### src/rtl/crcs_params.svh
/*
 * Offsets, reset values and widths for the core register set.
 * Assumes a single clock and an 8-bit data space with 8-bit addresses.
 */
`ifndef CRCS_PARAMS_SVH
`define CRCS_PARAMS_SVH

// Data-space addresses of the core registers.
`define CRCS_ADDR_PTR_ONE 8'h80
`define CRCS_ADDR_PTR_SECOND 8'h81
`define CRCS_ADDR_SD_ONE 8'h82
`define CRCS_ADDR_SD_SECOND 8'h83
`define CRCS_ADDR_ACC 8'hff

// Widths and sizes.
`define CRCS_DATA_W 8
`define CRCS_PC_W 12
`define CRCS_STACK_DEPTH 6
`define CRCS_DEPTH_W 3

// Reset values.
`define CRCS_RST_BYTE 8'h00
`define CRCS_RST_PC 12'h000

`endif

### src/rtl/crcs_pkg.sv
/*
 * Types shared by the core register set: program counter commands,
 * flag update requests and the execution context.
 * Assumes the instruction decoder issues at most one command per cycle.
 */
package crcs_pkg;

    // Program counter command, one-hot.
    typedef enum logic [7:0] {
        PC_HOLD = 8'h01,
        PC_STEP = 8'h02,
        PC_REL = 8'h04,
        PC_JUMP = 8'h08,
        PC_CALL = 8'h10,
        PC_IRQ = 8'h20,
        PC_NMI = 8'h40,
        PC_RET = 8'h80
    } crcs_pc_op_type;

    // Flag update kind, one-hot.
    typedef enum logic [3:0] {
        FL_NONE = 4'h1,
        FL_ARITH = 4'h2,
        FL_LOGIC = 4'h4,
        FL_BITTEST = 4'h8
    } crcs_flag_op_type;

    // Execution context, one-hot.
    typedef enum logic [2:0] {
        CTX_NORMAL = 3'h1,
        CTX_IRQ = 3'h2,
        CTX_NMI = 3'h4
    } crcs_ctx_type;

    typedef struct packed {
        crcs_pc_op_type op;
        logic is_irq_back;
        logic [11:0] target;
        logic [7:0] offset;
    } crcs_pc_cmd_type;

    typedef struct packed {
        crcs_flag_op_type op;
        logic carry;
        logic [7:0] result;
        logic tested_bit;
    } crcs_flag_cmd_type;

endpackage

### src/rtl/crcs_core_regs.sv
/*
 * Programmer-visible register set of the 8-bit core: accumulator, pointer and
 * short-direct registers on the data space, program counter, three banked
 * carry/zero pairs and a six-level return stack.
 * Assumes the decoder drives one program counter command and one flag command
 * per machine cycle, and that clk is the machine-cycle clock.
 */
`timescale 1ns/10ps
`include "crcs_params.svh"

module crcs_core_regs #(
    parameter int STACK_DEPTH = `CRCS_STACK_DEPTH
) (
    input wire logic clk, // Machine-cycle clock.
    input wire logic rst, // Synchronous reset, active high.
    input wire logic [7:0] ds_addr, // Data-space address.
    input wire logic ds_wr, // Data-space write strobe.
    input wire logic ds_rd, // Data-space read strobe.
    input wire logic [7:0] ds_wdata, // Data-space write data.
    output logic [7:0] ds_rdata, // Read data, one cycle after ds_rd.
    output logic ds_hit, // Read address belonged to this block.
    input wire logic acc_we, // Core writes an ALU result to the accumulator.
    input wire logic [7:0] acc_wdata, // ALU result for the accumulator.
    input wire crcs_pkg::crcs_pc_cmd_type pc_cmd, // Program counter command.
    input wire crcs_pkg::crcs_flag_cmd_type flag_cmd, // Flag update request.
    output logic [11:0] pc, // Next program-space fetch address.
    output logic [7:0] acc, // Accumulator contents.
    output logic carry, // Active carry flag.
    output logic zero, // Active zero flag.
    output logic [7:0] rotl_result, // Accumulator rotated left through carry.
    output crcs_pkg::crcs_ctx_type ctx, // Active execution context.
    output logic [2:0] stack_level // Number of valid stack levels.
);

    logic [7:0] acc_q;
    logic [7:0] ptr_one_q;
    logic [7:0] ptr_second_q;
    logic [7:0] sd_one_q;
    logic [7:0] sd_second_q;
    logic [7:0] rdata_q;
    logic hit_q;
    logic [11:0] pc_q;
    logic [11:0] pc_d;
    logic [11:0] stack_q [STACK_DEPTH];
    logic [2:0] depth_q;
    logic [2:0] depth_d;
    logic [2:0] carry_q;
    logic [2:0] zero_q;
    crcs_pkg::crcs_ctx_type ctx_q;
    crcs_pkg::crcs_ctx_type ctx_d;
    crcs_pkg::crcs_ctx_type nmi_prev_q;

    // Sign-extend the branch offset and add it; the counter wraps in 12 bits.
    function automatic logic [11:0] pc_add(input logic [11:0] base, input logic [7:0] offs);
        pc_add = base + {{4{offs[7]}}, offs};
    endfunction

    // Index of the flag pair belonging to a context.
    function automatic logic [1:0] ctx_index(input crcs_pkg::crcs_ctx_type c);
        case (c)
            crcs_pkg::CTX_IRQ: ctx_index = 2'd1;
            crcs_pkg::CTX_NMI: ctx_index = 2'd2;
            default: ctx_index = 2'd0;
        endcase
    endfunction

    // Data-space decode.
    wire sel_acc = ds_addr == `CRCS_ADDR_ACC;
    wire sel_ptr_one = ds_addr == `CRCS_ADDR_PTR_ONE;
    wire sel_ptr_second = ds_addr == `CRCS_ADDR_PTR_SECOND;
    wire sel_sd_one = ds_addr == `CRCS_ADDR_SD_ONE;
    wire sel_sd_second = ds_addr == `CRCS_ADDR_SD_SECOND;
    wire sel_any = sel_acc | sel_ptr_one | sel_ptr_second | sel_sd_one | sel_sd_second;
    wire [7:0] rd_mux = sel_acc ? acc_q :
                        sel_ptr_one ? ptr_one_q :
                        sel_ptr_second ? ptr_second_q :
                        sel_sd_one ? sd_one_q :
                        sel_sd_second ? sd_second_q : `CRCS_RST_BYTE;

    // Command decode.
    wire is_push = pc_cmd.op == crcs_pkg::PC_CALL || pc_cmd.op == crcs_pkg::PC_IRQ ||
                   pc_cmd.op == crcs_pkg::PC_NMI;
    wire is_pop = pc_cmd.op == crcs_pkg::PC_RET;
    wire stack_empty = depth_q == 3'd0;
    wire [1:0] act = ctx_index(ctx_q);

    // Program counter next value.
    always_comb begin
        case (pc_cmd.op)
            crcs_pkg::PC_STEP: pc_d = pc_q + 12'h001;
            crcs_pkg::PC_REL: pc_d = pc_add(pc_q, pc_cmd.offset);
            crcs_pkg::PC_JUMP, crcs_pkg::PC_CALL,
            crcs_pkg::PC_IRQ, crcs_pkg::PC_NMI: pc_d = pc_cmd.target;
            // An empty stack gives nothing to pop, so the next instruction runs.
            crcs_pkg::PC_RET: pc_d = stack_empty ? pc_q + 12'h001 : stack_q[0];
            default: pc_d = pc_q;
        endcase
    end

    // Stack depth saturates at both ends instead of wrapping.
    assign depth_d = (is_push && depth_q != STACK_DEPTH[2:0]) ? depth_q + 3'd1 :
                     (is_pop && !stack_empty) ? depth_q - 3'd1 : depth_q;

    // Context change on entry and interrupt return.
    always_comb begin
        ctx_d = ctx_q;
        if (pc_cmd.op == crcs_pkg::PC_NMI) begin
            ctx_d = crcs_pkg::CTX_NMI;
        end else if (pc_cmd.op == crcs_pkg::PC_IRQ) begin
            ctx_d = crcs_pkg::CTX_IRQ;
        end else if (is_pop && pc_cmd.is_irq_back) begin
            case (ctx_q)
                crcs_pkg::CTX_NMI: ctx_d = nmi_prev_q;
                crcs_pkg::CTX_IRQ: ctx_d = crcs_pkg::CTX_NORMAL;
                default: ctx_d = crcs_pkg::CTX_NORMAL;
            endcase
        end
    end

    // Data-space registers; an ALU result wins over a bus write to the accumulator.
    always_ff @(posedge clk) begin
        if (rst) begin
            acc_q <= `CRCS_RST_BYTE;
            ptr_one_q <= `CRCS_RST_BYTE;
            ptr_second_q <= `CRCS_RST_BYTE;
            sd_one_q <= `CRCS_RST_BYTE;
            sd_second_q <= `CRCS_RST_BYTE;
        end else begin
            if (acc_we) begin
                acc_q <= acc_wdata;
            end else if (ds_wr && sel_acc) begin
                acc_q <= ds_wdata;
            end
            if (ds_wr && sel_ptr_one) begin
                ptr_one_q <= ds_wdata;
            end
            if (ds_wr && sel_ptr_second) begin
                ptr_second_q <= ds_wdata;
            end
            if (ds_wr && sel_sd_one) begin
                sd_one_q <= ds_wdata;
            end
            if (ds_wr && sel_sd_second) begin
                sd_second_q <= ds_wdata;
            end
        end
    end

    // Registered read port; unmapped addresses answer zero with no hit.
    always_ff @(posedge clk) begin
        if (rst) begin
            rdata_q <= `CRCS_RST_BYTE;
            hit_q <= 1'b0;
        end else begin
            rdata_q <= ds_rd ? rd_mux : `CRCS_RST_BYTE;
            hit_q <= ds_rd && sel_any;
        end
    end

    // Program counter, depth and context.
    always_ff @(posedge clk) begin
        if (rst) begin
            pc_q <= `CRCS_RST_PC;
            depth_q <= 3'd0;
            ctx_q <= crcs_pkg::CTX_NMI;
            nmi_prev_q <= crcs_pkg::CTX_NORMAL;
        end else begin
            pc_q <= pc_d;
            depth_q <= depth_d;
            ctx_q <= ctx_d;
            if (pc_cmd.op == crcs_pkg::PC_NMI) begin
                nmi_prev_q <= ctx_q;
            end
        end
    end

    // Shift stack: no pointer, levels move as a whole; the sixth falls off.
    always_ff @(posedge clk) begin
        if (rst) begin
            for (int i = 0; i < STACK_DEPTH; i++) begin
                stack_q[i] <= `CRCS_RST_PC;
            end
        end else if (is_push) begin
            stack_q[0] <= pc_q;
            for (int i = 1; i < STACK_DEPTH; i++) begin
                stack_q[i] <= stack_q[i-1];
            end
        end else if (is_pop && !stack_empty) begin
            for (int i = 0; i < STACK_DEPTH - 1; i++) begin
                stack_q[i] <= stack_q[i+1];
            end
            stack_q[STACK_DEPTH-1] <= `CRCS_RST_PC;
        end
    end

    // Banked flags: only the active pair changes, so the others keep their state.
    always_ff @(posedge clk) begin
        if (rst) begin
            carry_q <= 3'b000;
            zero_q <= 3'b000;
        end else begin
            case (flag_cmd.op)
                crcs_pkg::FL_ARITH: begin
                    carry_q[act] <= flag_cmd.carry;
                    zero_q[act] <= flag_cmd.result == 8'h00;
                end
                crcs_pkg::FL_LOGIC: begin
                    zero_q[act] <= flag_cmd.result == 8'h00;
                end
                crcs_pkg::FL_BITTEST: begin
                    carry_q[act] <= flag_cmd.tested_bit;
                end
                default: begin
                end
            endcase
        end
    end

    // Outputs come straight from flip-flops, except carry, zero and the rotate view, which select the active pair.
    assign ds_rdata = rdata_q;
    assign ds_hit = hit_q;
    assign pc = pc_q;
    assign acc = acc_q;
    assign carry = carry_q[act];
    assign zero = zero_q[act];
    assign rotl_result = {acc_q[6:0], carry_q[act]};
    assign ctx = ctx_q;
    assign stack_level = depth_q;

    // Assertions.
    step_adds_one_a: assert property (@(posedge clk) disable iff (rst)
        pc_cmd.op == crcs_pkg::PC_STEP |=> pc == $past(pc) + 12'h001)
        else $error("Step did not advance program counter by one.");

    rel_branch_sum_a: assert property (@(posedge clk) disable iff (rst)
        pc_cmd.op == crcs_pkg::PC_REL |=> pc == $past(pc) + {{4{$past(pc_cmd.offset[7])}}, $past(pc_cmd.offset)})
        else $error("Relative branch sum wrong.");

    call_then_ret_a: assert property (@(posedge clk) disable iff (rst)
        (pc_cmd.op == crcs_pkg::PC_CALL) ##1 (pc_cmd.op == crcs_pkg::PC_RET)
        |=> pc == $past(pc, 2) + 12'h000)
        else $error("Return did not restore the called-from address.");

    push_top_a: assert property (@(posedge clk) disable iff (rst)
        is_push |=> stack_q[0] == $past(pc) && stack_q[1] == $past(stack_q[0]))
        else $error("Push did not place counter in first level.");

    depth_sat_a: assert property (@(posedge clk) disable iff (rst)
        depth_q == STACK_DEPTH[2:0] && is_push |=> depth_q == STACK_DEPTH[2:0])
        else $error("Stack depth moved beyond its deepest position.");

    empty_ret_a: assert property (@(posedge clk) disable iff (rst)
        stack_empty && is_pop |=> depth_q == 3'd0 && pc == $past(pc) + 12'h001)
        else $error("Return on empty stack misbehaved.");

    reset_nmi_ctx_a: assert property (@(posedge clk)
        rst |=> ctx == crcs_pkg::CTX_NMI && carry == 1'b0 && zero == 1'b0)
        else $error("Reset did not select the cleared non-maskable pair.");

    irq_back_a: assert property (@(posedge clk) disable iff (rst)
        ctx == crcs_pkg::CTX_IRQ && pc_cmd.op == crcs_pkg::PC_RET && pc_cmd.is_irq_back
        |=> ctx == crcs_pkg::CTX_NORMAL)
        else $error("Interrupt return did not restore the normal context.");

    // A switch with no flag update in the same cycle must leave every pair as it was.
    flag_keep_a: assert property (@(posedge clk) disable iff (rst)
        ctx_q != $past(ctx_q) && $past(flag_cmd.op) == crcs_pkg::FL_NONE |->
        carry_q == $past(carry_q) && zero_q == $past(zero_q))
        else $error("Flag pair changed on a context switch.");

    zero_result_a: assert property (@(posedge clk) disable iff (rst)
        flag_cmd.op == crcs_pkg::FL_LOGIC && ctx_d == ctx_q |=> zero == ($past(flag_cmd.result) == 8'h00))
        else $error("Zero flag disagrees with last result.");

    acc_readback_a: assert property (@(posedge clk) disable iff (rst)
        ds_rd && sel_acc |=> ds_hit && ds_rdata == $past(acc_q))
        else $error("Accumulator read at FFh returned wrong data.");

    pop_level_a: assert property (@(posedge clk) disable iff (rst)
        is_pop && !stack_empty |=> stack_level == $past(stack_level) - 3'd1 && pc == $past(stack_q[0]))
        else $error("Return did not pop level one into the counter.");

    irq_entry_a: assert property (@(posedge clk) disable iff (rst)
        pc_cmd.op == crcs_pkg::PC_IRQ |=> ctx == crcs_pkg::CTX_IRQ && carry == $past(carry_q[1]))
        else $error("Interrupt entry did not select the interrupt pair.");

endmodule

### config.mk
export PLATFORM = sky130hd
export DESIGN_NAME = crcs_core_regs
export DESIGN_NICKNAME = d
export VERILOG_FILES = /design/src/rtl/crcs_pkg.sv /design/src/rtl/crcs_core_regs.sv
export VERILOG_INCLUDE_DIRS = /design/src /design/src/rtl
export SDC_FILE = /design/constraint.sdc
export NUM_CORES = 1
export LEC_CHECK = 0
export BUFFER_PORTS_ARGS = -buffer_cell sky130_fd_sc_hd__buf_2
export CAP_MARGIN = 20
export CORE_MARGIN = 1
export CORE_UTILIZATION = 51
export CTS_CLUSTER_DIAMETER = 120
export CTS_CLUSTER_SIZE = 24
export DETAILED_ROUTE_END_ITERATION = 7
export PLACE_DENSITY = 0.78
export SYNTH_ARGS = -nofsm -noshare
export SYNTH_HDL_FRONTEND = slang
export SYNTH_SLANG_ARGS = --single-unit
### constraint.sdc
create_clock -name clk -period 3.3 [get_ports clk]
set_clock_uncertainty 0.2 [all_clocks]
set_input_delay 0.495 -clock clk [delete_from_list [all_inputs] [get_ports clk]]
set_output_delay 0.495 -clock clk [all_outputs]
set_load 0.005 [all_outputs]
==> results of run 1 <==
[flip-flops by register name, indices dropped and copies added, names as in the netlist]
| register | cells |
|---|---|
| stack_level | 3 |
| ctx | 3 |
| ptr_one_q | 8 |
| sd_one_q | 8 |
| carry_q | 3 |
| zero_q | 3 |
| stack_q | 72 |
| ds_hit | 1 |
| pc | 12 |
| ds_rdata | 8 |
| nmi_prev_q | 3 |
| acc | 8 |
| ptr_second_q | 8 |
| sd_second_q | 8 |
[critical path, cell delays in order (launching register included)]
cell and delay [ns]:
dfxtp_1 0.39, ha_1 0.26, fa_1 0.43, a211oi_1 0.27, o21bai_1 0.15, a221oi_1 0.32
xnor2_1 0.10, a222oi_1 0.31, a211oi_1 0.11
[logic make-up after synthesis]
kind of cell	synth area share, %
compound gates	18.81
xor+xnor	2.917
fa+ha+maj	2.639
buf+inv	3.455
flops	51.12
mux	7.380
simple gates	13.68
[cell type report]
type / count / area [um2] / area share [%]
Clock buffer: 23 / 533.0 / 6.234
Clock inverter: 9 / 63.81 / 0.7463
Inverter: 5 / 18.77 / 0.2195
Multi-Input combinational cell: 464 / 3288 / 38.45
Sequential cell: 148 / 3684 / 43.08
Tap cell: 180 / 225.2 / 2.634
Timing Repair Buffer: 132 / 738.2 / 8.633
[layout by cell type (no fill, tap or decap), types with 14 or more instances in the layout]
cell / count
a211oi_1: 16
nand2_1: 41
a21oi_1: 33
buf_2: 116
a22o_1: 70
clkbuf_16: 21
a222oi_1: 14
mux2_2: 17
mux2i_1: 34
and2_1: 16
edfxtp_1: 72
xnor2_1: 20
o21ai_0: 15
nor2_1: 71
dfxtp_1: 76
nand3_1: 15
[power groups by stage]
stage	registers, mW	logic (mW)	clock network [mW]
3_3_place_gp	2.04	0.236	0
5_1_grt	2.01	0.267	2.01
4_1_cts	2.00	0.244	1.93
3_5_place_dp	2.04	0.243	0
2_1_floorplan	2.03	0.136	0
6_report	2.01	0.245	1.90
[metal layers]
metal / vias to the layer above / share of wire [%] / wire length, um / global-route usage (%)
li1: 2726 / - / - / -
met1: 2719 / 45 / 7478 / 32.68
met2: 243 / 46 / 7733 / 35.21
met3: 33 / 6.1 / 1019 / 4.887
met4: 0 / 2.4 / 403 / 10.65
met5: - / 0 / 0 / 0
[path summary, 6_finish.rpt]
| path | to | startpoint | slack [ns] | cells after the start |
|---|---|---|---|---|
| hold reg to reg | ptr_one_q[2]$_SDFFE_PP0P_ | ptr_one_q[2]$_SDFFE_PP0P_ | 0.26 | 2 |
| setup reg to reg | pc[8]$_SDFFE_PP0P_ | pc[0]$_SDFFE_PP0P_ | 0.62 | 8 |
| hold / removal | acc[5]$_SDFFE_PP0P_ | acc_wdata[5] | 0.11 | 3 |
| setup / recovery | pc[8]$_SDFFE_PP0P_ | pc[0]$_SDFFE_PP0P_ | 0.62 | 8 |
[stage by stage]
step / instance area (um2) / setup slack, ns / hold slack, ns / cells / util [%]
2_1_floorplan: 7208 / 0.4782 / 0.2357 / 662 / -
3_3_place_gp: 7954 / 0.4525 / 0.2421 / 929 / 57.52
3_5_place_dp: 7954 / 0.4326 / 0.2470 / 929 / 57.52
4_1_cts: 8551 / 0.6435 / 0.09262 / 961 / 61.84
5_1_grt: 8551 / 0.4733 / 0.1075 / 961 / 61.84
6_report: 8551 / 0.6154 / 0.1092 / 961 / 61.84
==> run_summary.xml, run 1 <==
<?xml version="1.0" encoding="UTF-8"?>
<metrics>
  <group name="logic_synthesis">
    <metric name="postSynthCellCount" unit="">662</metric>
    <metric name="yosys.area.top_type" unit="">edfxtp_1</metric>
    <metric name="yosysSeqAreaShare" unit="%">51.12</metric>
    <metric name="synthArstFlopShare" unit="%">0</metric>
    <metric name="yosys-top-cells-area" unit="">edfxtp_1 (30%), dfxtp_1 (21%), a22o_1 (8.5%)</metric>
    <metric name="syn_area_per_cell" unit="um2">10.88</metric>
    <metric name="synth_top_cells_by_count" unit="">dfxtp_1 (76), edfxtp_1 (72), nor2_1 (72), a22o_1 (70), nand2_1 (42)</metric>
    <metric name="synth-edff-count" unit="">72</metric>
    <metric name="yosys_register_bits" unit="">148</metric>
    <metric name="synth_most_common_cell" unit="">dfxtp_1</metric>
    <metric name="yosys_most_used_dff" unit="">dfxtp_1</metric>
    <metric name="share_of_yosys_cell_area_claimed_by_the_top_area_cell_type" unit="%">30.01</metric>
    <metric name="synth.distinct_cells" unit="">58</metric>
    <metric name="synthesis.area" unit="um2">7206</metric>
    <metric name="synth_fp_nets" unit="">748</metric>
    <metric name="yosysWarnings" unit="">0</metric>
  </group>
  <group name="critical_path">
    <metric name="critPathLaunchType" unit="">register</metric>
    <metric name="critical_path_arrival" unit="ns">2.77</metric>
    <metric name="worst-path-max-fanout" unit="">8</metric>
    <metric name="worst-setup-path-type" unit="">register to register</metric>
    <metric name="worst_ep_required_time" unit="ns">3.39</metric>
    <metric name="crit_path_end_kind" unit="">register</metric>
  </group>
  <group name="clocking">
    <metric name="clk_transition_reported_paths" unit="ns">0.06</metric>
    <metric name="cts_htree_levels" unit="">4</metric>
    <metric name="cts.repair.resized" unit="">0</metric>
    <metric name="tritoncts_num_sinks" unit="">148</metric>
    <metric name="postCtsSetupRepairBufs" unit="">0</metric>
    <metric name="cts_hold_repair.buffers" unit="">0</metric>
    <metric name="ctsLongestPathBuffers" unit="">2</metric>
    <metric name="clock_tree_from_tritoncts" unit="">built</metric>
    <metric name="insertion_delay" unit="ns">0.42</metric>
    <metric name="root_buffer" unit="">clkbuf_16</metric>
    <metric name="numCtsBuffers" unit="">17</metric>
  </group>
  <group name="pwr">
    <metric name="power.ir.vdd_worst" unit="uV">418.0</metric>
    <metric name="static_leakage" unit="nW">3.561</metric>
    <metric name="switchingPower" unit="mW">0.9383</metric>
    <metric name="power_switching_share" unit="%">22.59</metric>
    <metric name="power.total" unit="mW">4.154</metric>
    <metric name="p_int" unit="mW">3.216</metric>
    <metric name="power_frac_seq" unit="%">48.3</metric>
    <metric name="power_density" unit="nW/um2">485.8</metric>
    <metric name="p_clk_share" unit="%">45.8</metric>
    <metric name="power.share.combinational" unit="%">5.9</metric>
  </group>
  <group name="job">
    <metric name="maxCapViolations" unit="">0</metric>
  </group>
  <group name="drt">
    <metric name="dr_total_vias" unit="">5721</metric>
    <metric name="dr.pass1.iters" unit="">5</metric>
    <metric name="drt-total-wl" unit="um">16630</metric>
    <metric name="final_antenna_net_count" unit="">0</metric>
    <metric name="via_per_inst" unit="">5.953</metric>
    <metric name="drt_first_iter_violations" unit="">546</metric>
    <metric name="drcViolationCount" unit="">0</metric>
    <metric name="route.detailed.wl_per_inst" unit="um">17.31</metric>
  </group>
  <group name="grt">
    <metric name="grt.overflow.total" unit="">0</metric>
    <metric name="grt_first_pass_wirelength" unit="um">26810</metric>
    <metric name="antenna_violations_before_repair" unit="">0</metric>
    <metric name="grt_start_max_net_pins" unit="">73</metric>
    <metric name="grt_use_total" unit="%">23.51</metric>
    <metric name="first_global_vias" unit="">5329</metric>
  </group>
  <group name="floorplan">
    <metric name="dieHeight" unit="um">120.9</metric>
    <metric name="initial_utilization" unit="%">52.11</metric>
    <metric name="core-area" unit="um2">13830</metric>
    <metric name="std_cell_rows" unit="">43</metric>
    <metric name="io-pin-count" unit="">117</metric>
    <metric name="fp.dieArea" unit="um2">14610</metric>
    <metric name="die_w" unit="um">120.9</metric>
  </group>
  <group name="place">
    <metric name="post-dp-hpwl" unit="um">11540</metric>
    <metric name="port_buffers" unit="">116</metric>
    <metric name="place.gp.congestion" unit="">0.9304</metric>
  </group>
  <group name="final_layout">
    <metric name="area_growth_syn_to_layout" unit="%">18.67</metric>
    <metric name="antenna_cells" unit="">0</metric>
    <metric name="layout-drive-gt1-share" unit="%">24.71</metric>
    <metric name="finish.net_count" unit="">854</metric>
    <metric name="nFillCells" unit="">1064</metric>
  </group>
  <group name="timing">
    <metric name="timing.setup.tns" unit="ns">0</metric>
    <metric name="rsz_0062_raised_after_global_routing" unit="">false</metric>
    <metric name="maxSlewViolCount" unit="">0</metric>
    <metric name="final_setup_fails" unit="">0</metric>
    <metric name="layout_min_cycle_time" unit="ns">2.685</metric>
    <metric name="maxSlewHeadroom" unit="%">54.63</metric>
    <metric name="worst_slew_pin_slew" unit="ns">0.6768</metric>
    <metric name="final_hold_fails" unit="">0</metric>
    <metric name="final_min_period_over_clock_period" unit="%">81.35</metric>
    <metric name="max_freq" unit="GHz">0.3725</metric>
  </group>
  <group name="run_status">
    <metric name="outcome" unit="">finished, final reports clean</metric>
  </group>
  <group name="worst_hold_path">
    <metric name="worst_hold_path_type" unit="">primary input to register</metric>
  </group>
</metrics>
Note: power is estimated with default switching activity, not from simulation.
==> run 2, diff against run 1 <==
==> constraint.sdc (replaced) <==
create_clock -name clk -period 2.4 [get_ports clk]
set_clock_uncertainty 0.2 [all_clocks]
set_input_delay 0.36 -clock clk [delete_from_list [all_inputs] [get_ports clk]]
set_output_delay 0.36 -clock clk [all_outputs]
set_load 0.005 [all_outputs]
==> run_summary.xml, run 2 (synthesis results as in run 1) <==
<?xml version="1.0" encoding="UTF-8"?>
<metrics>
  <group name="timing">
    <metric name="final_setup_fails" unit="">0</metric>
    <metric name="hold-worst-slack" unit="ns">0.01915</metric>
    <metric name="maxSlewViolCount" unit="">0</metric>
    <metric name="maxSlewHeadroom" unit="%">61.71</metric>
    <metric name="layout_min_cycle_time" unit="ns">2.357</metric>
    <metric name="worst_slew_pin_slew" unit="ns">0.5743</metric>
    <metric name="final_hold_fails" unit="">0</metric>
    <metric name="max_freq" unit="GHz">0.4243</metric>
    <metric name="final_min_period_over_clock_period" unit="%">98.21</metric>
    <metric name="rsz_0062_raised_after_global_routing" unit="">true</metric>
  </group>
  <group name="floorplan">
    <metric name="core-area" unit="um2">13830</metric>
    <metric name="die_w" unit="um">120.9</metric>
    <metric name="io-pin-count" unit="">117</metric>
    <metric name="dieHeight" unit="um">120.9</metric>
    <metric name="initial_utilization" unit="%">52.11</metric>
    <metric name="fp.dieArea" unit="um2">14610</metric>
    <metric name="std_cell_rows" unit="">43</metric>
  </group>
  <group name="critical_path">
    <metric name="cp_top_family" unit="">compound AO/OA/AOI/OAI gates</metric>
    <metric name="critPathLaunchType" unit="">register</metric>
    <metric name="critical_path_arrival" unit="ns">2.45</metric>
    <metric name="worst_ep_required_time" unit="ns">2.49</metric>
    <metric name="crit_path_top_delay_cell" unit="">dfxtp_2</metric>
    <metric name="max_stage_delay" unit="ns">0.34</metric>
    <metric name="cp_cell_sequence" unit="">ha_4 &gt; fa_2 &gt; a211oi_2 &gt; o21bai_2 &gt; a221oi_2 &gt; xnor2_1 &gt; a222oi_1 &gt; a211oi_1</metric>
    <metric name="crit_path_end_kind" unit="">register</metric>
    <metric name="worst-setup-path-type" unit="">register to register</metric>
    <metric name="critical_path_buf_inv_count" unit="">0</metric>
    <metric name="worst-path-max-fanout" unit="">3</metric>
  </group>
  <group name="drt">
    <metric name="dr_total_vias" unit="">6118</metric>
    <metric name="final_antenna_net_count" unit="">0</metric>
    <metric name="via_per_inst" unit="">6.022</metric>
    <metric name="drcViolationCount" unit="">0</metric>
    <metric name="drt-total-wl" unit="um">18010</metric>
    <metric name="drt_first_iter_violations" unit="">593</metric>
    <metric name="dr.pass1.iters" unit="">7</metric>
    <metric name="route.detailed.wl_per_inst" unit="um">17.73</metric>
  </group>
  <group name="grt">
    <metric name="grt.overflow.total" unit="">0</metric>
    <metric name="antenna_violations_before_repair" unit="">0</metric>
    <metric name="grt_first_pass_wirelength" unit="um">29480</metric>
    <metric name="grt_start_max_net_pins" unit="">61</metric>
    <metric name="first_global_vias" unit="">6022</metric>
    <metric name="grt_use_total" unit="%">25.81</metric>
  </group>
  <group name="pwr">
    <metric name="p_int" unit="mW">4.336</metric>
    <metric name="power_density" unit="nW/um2">625.4</metric>
    <metric name="power.share.combinational" unit="%">7.1</metric>
    <metric name="power_switching_share" unit="%">23.30</metric>
    <metric name="switchingPower" unit="mW">1.317</metric>
    <metric name="static_leakage" unit="nW">3.842</metric>
    <metric name="power_frac_seq" unit="%">48.7</metric>
    <metric name="power.total" unit="mW">5.653</metric>
    <metric name="p_clk_share" unit="%">44.2</metric>
    <metric name="power.ir.vdd_worst" unit="uV">470.0</metric>
  </group>
  <group name="final_layout">
    <metric name="nFillCells" unit="">1020</metric>
    <metric name="post-route-cell-area" unit="um2">9039</metric>
    <metric name="layout-drive-gt1-share" unit="%">30.02</metric>
    <metric name="finish.net_count" unit="">909</metric>
    <metric name="largest_register_ffs" unit="">72</metric>
    <metric name="layout.cells.most_common" unit="">buf_2</metric>
    <metric name="regMostFlops" unit="">stack_q</metric>
    <metric name="area_growth_syn_to_layout" unit="%">25.44</metric>
    <metric name="antenna_cells" unit="">0</metric>
    <metric name="most-common-layout-cells" unit="">buf_2 (116), dfxtp_1 (74), edfxtp_1 (72)</metric>
    <metric name="post-route-util" unit="%">65.37</metric>
  </group>
  <group name="run_status">
    <metric name="outcome" unit="">finished, final reports clean</metric>
  </group>
  <group name="clocking">
    <metric name="insertion_delay" unit="ns">0.42</metric>
    <metric name="cts_htree_levels" unit="">4</metric>
    <metric name="numCtsBuffers" unit="">17</metric>
    <metric name="clock_tree_from_tritoncts" unit="">built</metric>
    <metric name="tritoncts_num_sinks" unit="">148</metric>
    <metric name="root_buffer" unit="">clkbuf_16</metric>
    <metric name="ctsLongestPathBuffers" unit="">2</metric>
    <metric name="clk_transition_reported_paths" unit="ns">0.06</metric>
  </group>
  <group name="place">
    <metric name="detailed_place.area" unit="um2">8371</metric>
    <metric name="port_buffers" unit="">116</metric>
    <metric name="post-dp-hpwl" unit="um">12790</metric>
    <metric name="place.gp.congestion" unit="">0.9429</metric>
  </group>
  <group name="job">
    <metric name="maxCapViolations" unit="">0</metric>
  </group>
  <group name="worst_hold_path">
    <metric name="worst_hold_path_type" unit="">primary input to register</metric>
  </group>
</metrics>
==> run 2: cell count changes in the layout (fill, tap and decap cells not counted), moves of 3 or more <==
cell and change:
buf_12 +4, buf_4 +44, clkbuf_16 -3, inv_4 +5, dlygate4sd3_1 +7
==> run 2: tightest hold or removal path: cells and delay by family <==
family	cells	cell delay (ns)
AND/OR/NAND/NOR	1	0.06
buffers and inverters	1	0.11
AO/OA/AOI/OAI	1	0.06
==> run 2: layer usage <==
metal,global-route usage (%),share of wire [%]
met1,33.19,42
met2,42.39,49
met3,4.511,6.5
met4,11.73,2.6
met5,0,0
==> run 2: worst paths after layout <==
kind,startpoint,end,slack [ns],cells after the start
min reg2reg,ptr_one_q[2]$_SDFFE_PP0P_,ptr_one_q[2]$_SDFFE_PP0P_,0.26,2
max,pc[0]$_SDFFE_PP0P_,pc[8]$_SDFFE_PP0P_,0.04,8
max reg2reg,pc[0]$_SDFFE_PP0P_,pc[8]$_SDFFE_PP0P_,0.04,8
min,pc_cmd[9],pc[1]$_SDFFE_PP0P_,0.02,3
==> run 2: stage by stage <==
step | setup TNS, ns | std cells | worst slack, ns
after floorplan | 0 | 662 | 0.008170
after global placement | -0.3376 | 976 | -0.1656
after detailed placement | -0.5425 | 976 | -0.2472
after CTS | 0 | 1016 | 0.002421
after global routing | -0.06153 | 1016 | -0.05277
final | 0 | 1016 | 0.04306
==> run 2: final cells by class <==
cell class,instances,area (um2),share of cell area (%)
well taps,180,225.2,2.492
multi-input cells,464,3337,36.92
clock buffers,22,485.5,5.371
repair buffers,187,1219,13.48
inverters,5,18.77,0.2076
clock inverters,10,67.56,0.7475
flip-flops and latches,148,3686,40.78
==> run 2: what timing repair did <==
item,CTS,global route
resized for setup,5,5
setup buffers,1,0
endpoints found under the setup margin,1,9
pin swaps,5,5
hold buffers,7,0
endpoints found under the hold margin,7,0
==> run 2: power by group through the flow <==
stage	logic [mW]	registers, mW	clock network, mW
floorplan	0.189	2.79	0
global placement	0.370	2.80	0
detailed placement	0.384	2.80	0
CTS	0.398	2.75	2.52
global route	0.436	2.76	2.63
finish	0.404	2.75	2.50
==> run 3, diff against run 2 <==
--- a/config.mk
+++ b/config.mk
@@ -6,14 +6,14 @@
 export SDC_FILE = /design/constraint.sdc
 export NUM_CORES = 1
 export LEC_CHECK = 0
-export BUFFER_PORTS_ARGS = -buffer_cell sky130_fd_sc_hd__buf_2
 export CAP_MARGIN = 20
 export CORE_MARGIN = 1
-export CORE_UTILIZATION = 51
+export CORE_UTILIZATION = 57
 export CTS_CLUSTER_DIAMETER = 120
 export CTS_CLUSTER_SIZE = 24
 export DETAILED_ROUTE_END_ITERATION = 7
-export PLACE_DENSITY = 0.78
+export DONT_BUFFER_PORTS = 1
+export PLACE_DENSITY = 0.77
 export SYNTH_ARGS = -nofsm -noshare
 export SYNTH_HDL_FRONTEND = slang
 export SYNTH_SLANG_ARGS = --single-unit
==> run_summary.xml, run 3 (synthesis results as in run 1) <==
<?xml version="1.0" encoding="UTF-8"?>
<metrics>
  <group name="floorplan">
    <metric name="die_w" unit="um">114.4</metric>
    <metric name="io-pin-count" unit="">117</metric>
    <metric name="dieHeight" unit="um">114.4</metric>
    <metric name="fp.dieArea" unit="um2">13100</metric>
    <metric name="core-area" unit="um2">12160</metric>
    <metric name="initial_utilization" unit="%">59.25</metric>
    <metric name="std_cell_rows" unit="">40</metric>
  </group>
  <group name="place">
    <metric name="port_buffers" unit="">0</metric>
    <metric name="place.gp.congestion" unit="">0.9562</metric>
    <metric name="dp_worst_setup_slack" unit="ns">-0.1000</metric>
    <metric name="post-dp-hpwl" unit="um">11820</metric>
    <metric name="detailed_place.area" unit="um2">7617</metric>
  </group>
  <group name="worst_hold_path">
    <metric name="worst_hold_start" unit="">flag_cmd[12]</metric>
    <metric name="worst_hold_path_type" unit="">primary input to register</metric>
    <metric name="hold_depth" unit="">3</metric>
  </group>
  <group name="timing">
    <metric name="maxSlewViolCount" unit="">0</metric>
    <metric name="final_hold_fails" unit="">0</metric>
    <metric name="hold-worst-slack" unit="ns">0.01910</metric>
    <metric name="maxSlewHeadroom" unit="%">48.89</metric>
    <metric name="final_min_period_over_clock_period" unit="%">98.67</metric>
    <metric name="final_setup_fails" unit="">0</metric>
    <metric name="max_freq" unit="GHz">0.4223</metric>
    <metric name="final_worst_slack" unit="ns">0.03191</metric>
    <metric name="worst_slew_pin_slew" unit="ns">0.7587</metric>
    <metric name="layout_min_cycle_time" unit="ns">2.368</metric>
    <metric name="rsz_0062_raised_after_global_routing" unit="">true</metric>
  </group>
  <group name="grt">
    <metric name="grt_first_pass_wirelength" unit="um">28750</metric>
    <metric name="grt.overflow.total" unit="">0</metric>
    <metric name="grt_start_max_net_pins" unit="">69</metric>
    <metric name="first_global_vias" unit="">5621</metric>
    <metric name="grt_use_total" unit="%">28.74</metric>
    <metric name="antenna_violations_before_repair" unit="">0</metric>
  </group>
  <group name="final_layout">
    <metric name="largest_register_ffs" unit="">72</metric>
    <metric name="layout-drive-gt1-share" unit="%">15.88</metric>
    <metric name="antenna_cells" unit="">0</metric>
    <metric name="post-route-util" unit="%">70.41</metric>
    <metric name="regMostFlops" unit="">stack_q</metric>
    <metric name="layout.cells.most_common" unit="">dfxtp_1</metric>
    <metric name="post-route-cell-area" unit="um2">8563</metric>
    <metric name="finish.net_count" unit="">797</metric>
    <metric name="area_growth_syn_to_layout" unit="%">18.84</metric>
    <metric name="most-common-layout-cells" unit="">dfxtp_1 (74), edfxtp_1 (72), nor2_1 (71)</metric>
  </group>
  <group name="job">
    <metric name="maxCapViolations" unit="">0</metric>
  </group>
  <group name="drt">
    <metric name="dr.pass1.iters" unit="">6</metric>
    <metric name="dr_total_vias" unit="">5711</metric>
    <metric name="drcViolationCount" unit="">0</metric>
    <metric name="via_per_inst" unit="">6.402</metric>
    <metric name="drt-total-wl" unit="um">17730</metric>
    <metric name="route.detailed.wl_per_inst" unit="um">19.88</metric>
    <metric name="drt_first_iter_violations" unit="">616</metric>
    <metric name="final_antenna_net_count" unit="">0</metric>
  </group>
  <group name="critical_path">
    <metric name="worst-setup-path-type" unit="">register to register</metric>
    <metric name="crit_path_end_kind" unit="">register</metric>
    <metric name="critical_path_arrival" unit="ns">2.49</metric>
    <metric name="cp_startpoint" unit="">pc[0]$_SDFFE_PP0P_</metric>
    <metric name="worst_ep_required_time" unit="ns">2.53</metric>
    <metric name="r2r_start" unit="">pc[0]$_SDFFE_PP0P_</metric>
    <metric name="worst-path-max-fanout" unit="">3</metric>
    <metric name="reg2reg_path_depth" unit="">8</metric>
    <metric name="r2r_slack" unit="ns">0.03</metric>
    <metric name="critPathLaunchType" unit="">register</metric>
  </group>
  <group name="pwr">
    <metric name="power.ir.vdd_worst" unit="uV">395.4</metric>
    <metric name="static_leakage" unit="nW">3.324</metric>
    <metric name="power_density" unit="nW/um2">650.3</metric>
  </group>
  <group name="run_status">
    <metric name="outcome" unit="">finished, final reports clean</metric>
  </group>
  <group name="clocking">
    <metric name="insertion_delay" unit="ns">0.43</metric>
    <metric name="tritoncts_num_sinks" unit="">148</metric>
    <metric name="numCtsBuffers" unit="">17</metric>
    <metric name="clock_tree_from_tritoncts" unit="">built</metric>
    <metric name="clk_transition_reported_paths" unit="ns">0.06</metric>
    <metric name="root_buffer" unit="">clkbuf_16</metric>
    <metric name="cts_htree_levels" unit="">4</metric>
    <metric name="postCtsSetupRepairBufs" unit="">0</metric>
    <metric name="ctsLongestPathBuffers" unit="">2</metric>
  </group>
</metrics>
-- run 3: layout make-up --
| class | instances | area, um2 |
|---|---|---|
| Timing Repair Buffer | 75 | 750.7 |
| Sequential cell | 148 | 3686 |
| Fill cell | 869 | 3598 |
| Clock inverter | 12 | 108.9 |
| Clock buffer | 20 | 446.7 |
| Inverter | 5 | 18.77 |
| Multi-Input combinational cell | 464 | 3342 |
| Tap cell | 168 | 210.2 |
-- run 3: worst paths after layout --
| check | endpoint |
|---|---|
| max | pc[8]$_SDFFE_PP0P_ |
| min | carry_q[2]$_SDFFE_PP0P_ |
| max reg2reg | pc[8]$_SDFFE_PP0P_ |
| min reg2reg | ptr_one_q[1]$_SDFFE_PP0P_ |
-- run 3: report_power, final --
part | switching, mW | internal, mW
clock | 1.05 | 1.45
sequential | 0.0514 | 2.71
combinational | 0.160 | 0.152
-- run 3: repair_timing --
item | 4_1_cts | 5_1_grt
endpoints found under the setup margin | 1 | 46
hold buffers | 33 | 0
cloned | 0 | 0
pin swaps | 4 | 6
hold endpoints to repair | 67 | 0
resized for setup | 2 | 9
-- run 3: layer usage --
metal / up-vias / wire (um) / global-route usage (%)
met1: 2777 / 7585 / 37.76
met3: 28 / 1476 / 9.529
met4: 0 / 270 / 9.437
met5: - / 0 / 0
li1: 2627 / - / -
met2: 279 / 8401 / 44.89
-- run 3: worst max-delay path, stage by stage (launching register included) --
cell	delay, ns
dfxtp_2	0.33
ha_4	0.16
fa_2	0.40
a211oi_2	0.21
o21bai_2	0.11
a221oi_2	0.29
xnor2_1	0.17
a222oi_1	0.11
a211oi_1	0.29
-- run 3: metrics by stage --
stage          power [mW]  setup TNS [ns]  cells
3_5_place_dp        3.034         -0.1561    827
4_1_cts             5.582               0    892
5_1_grt             5.733         -0.2097    892
2_1_floorplan       2.980               0    662
3_3_place_gp        3.021               0    827
6_report            5.568               0    892
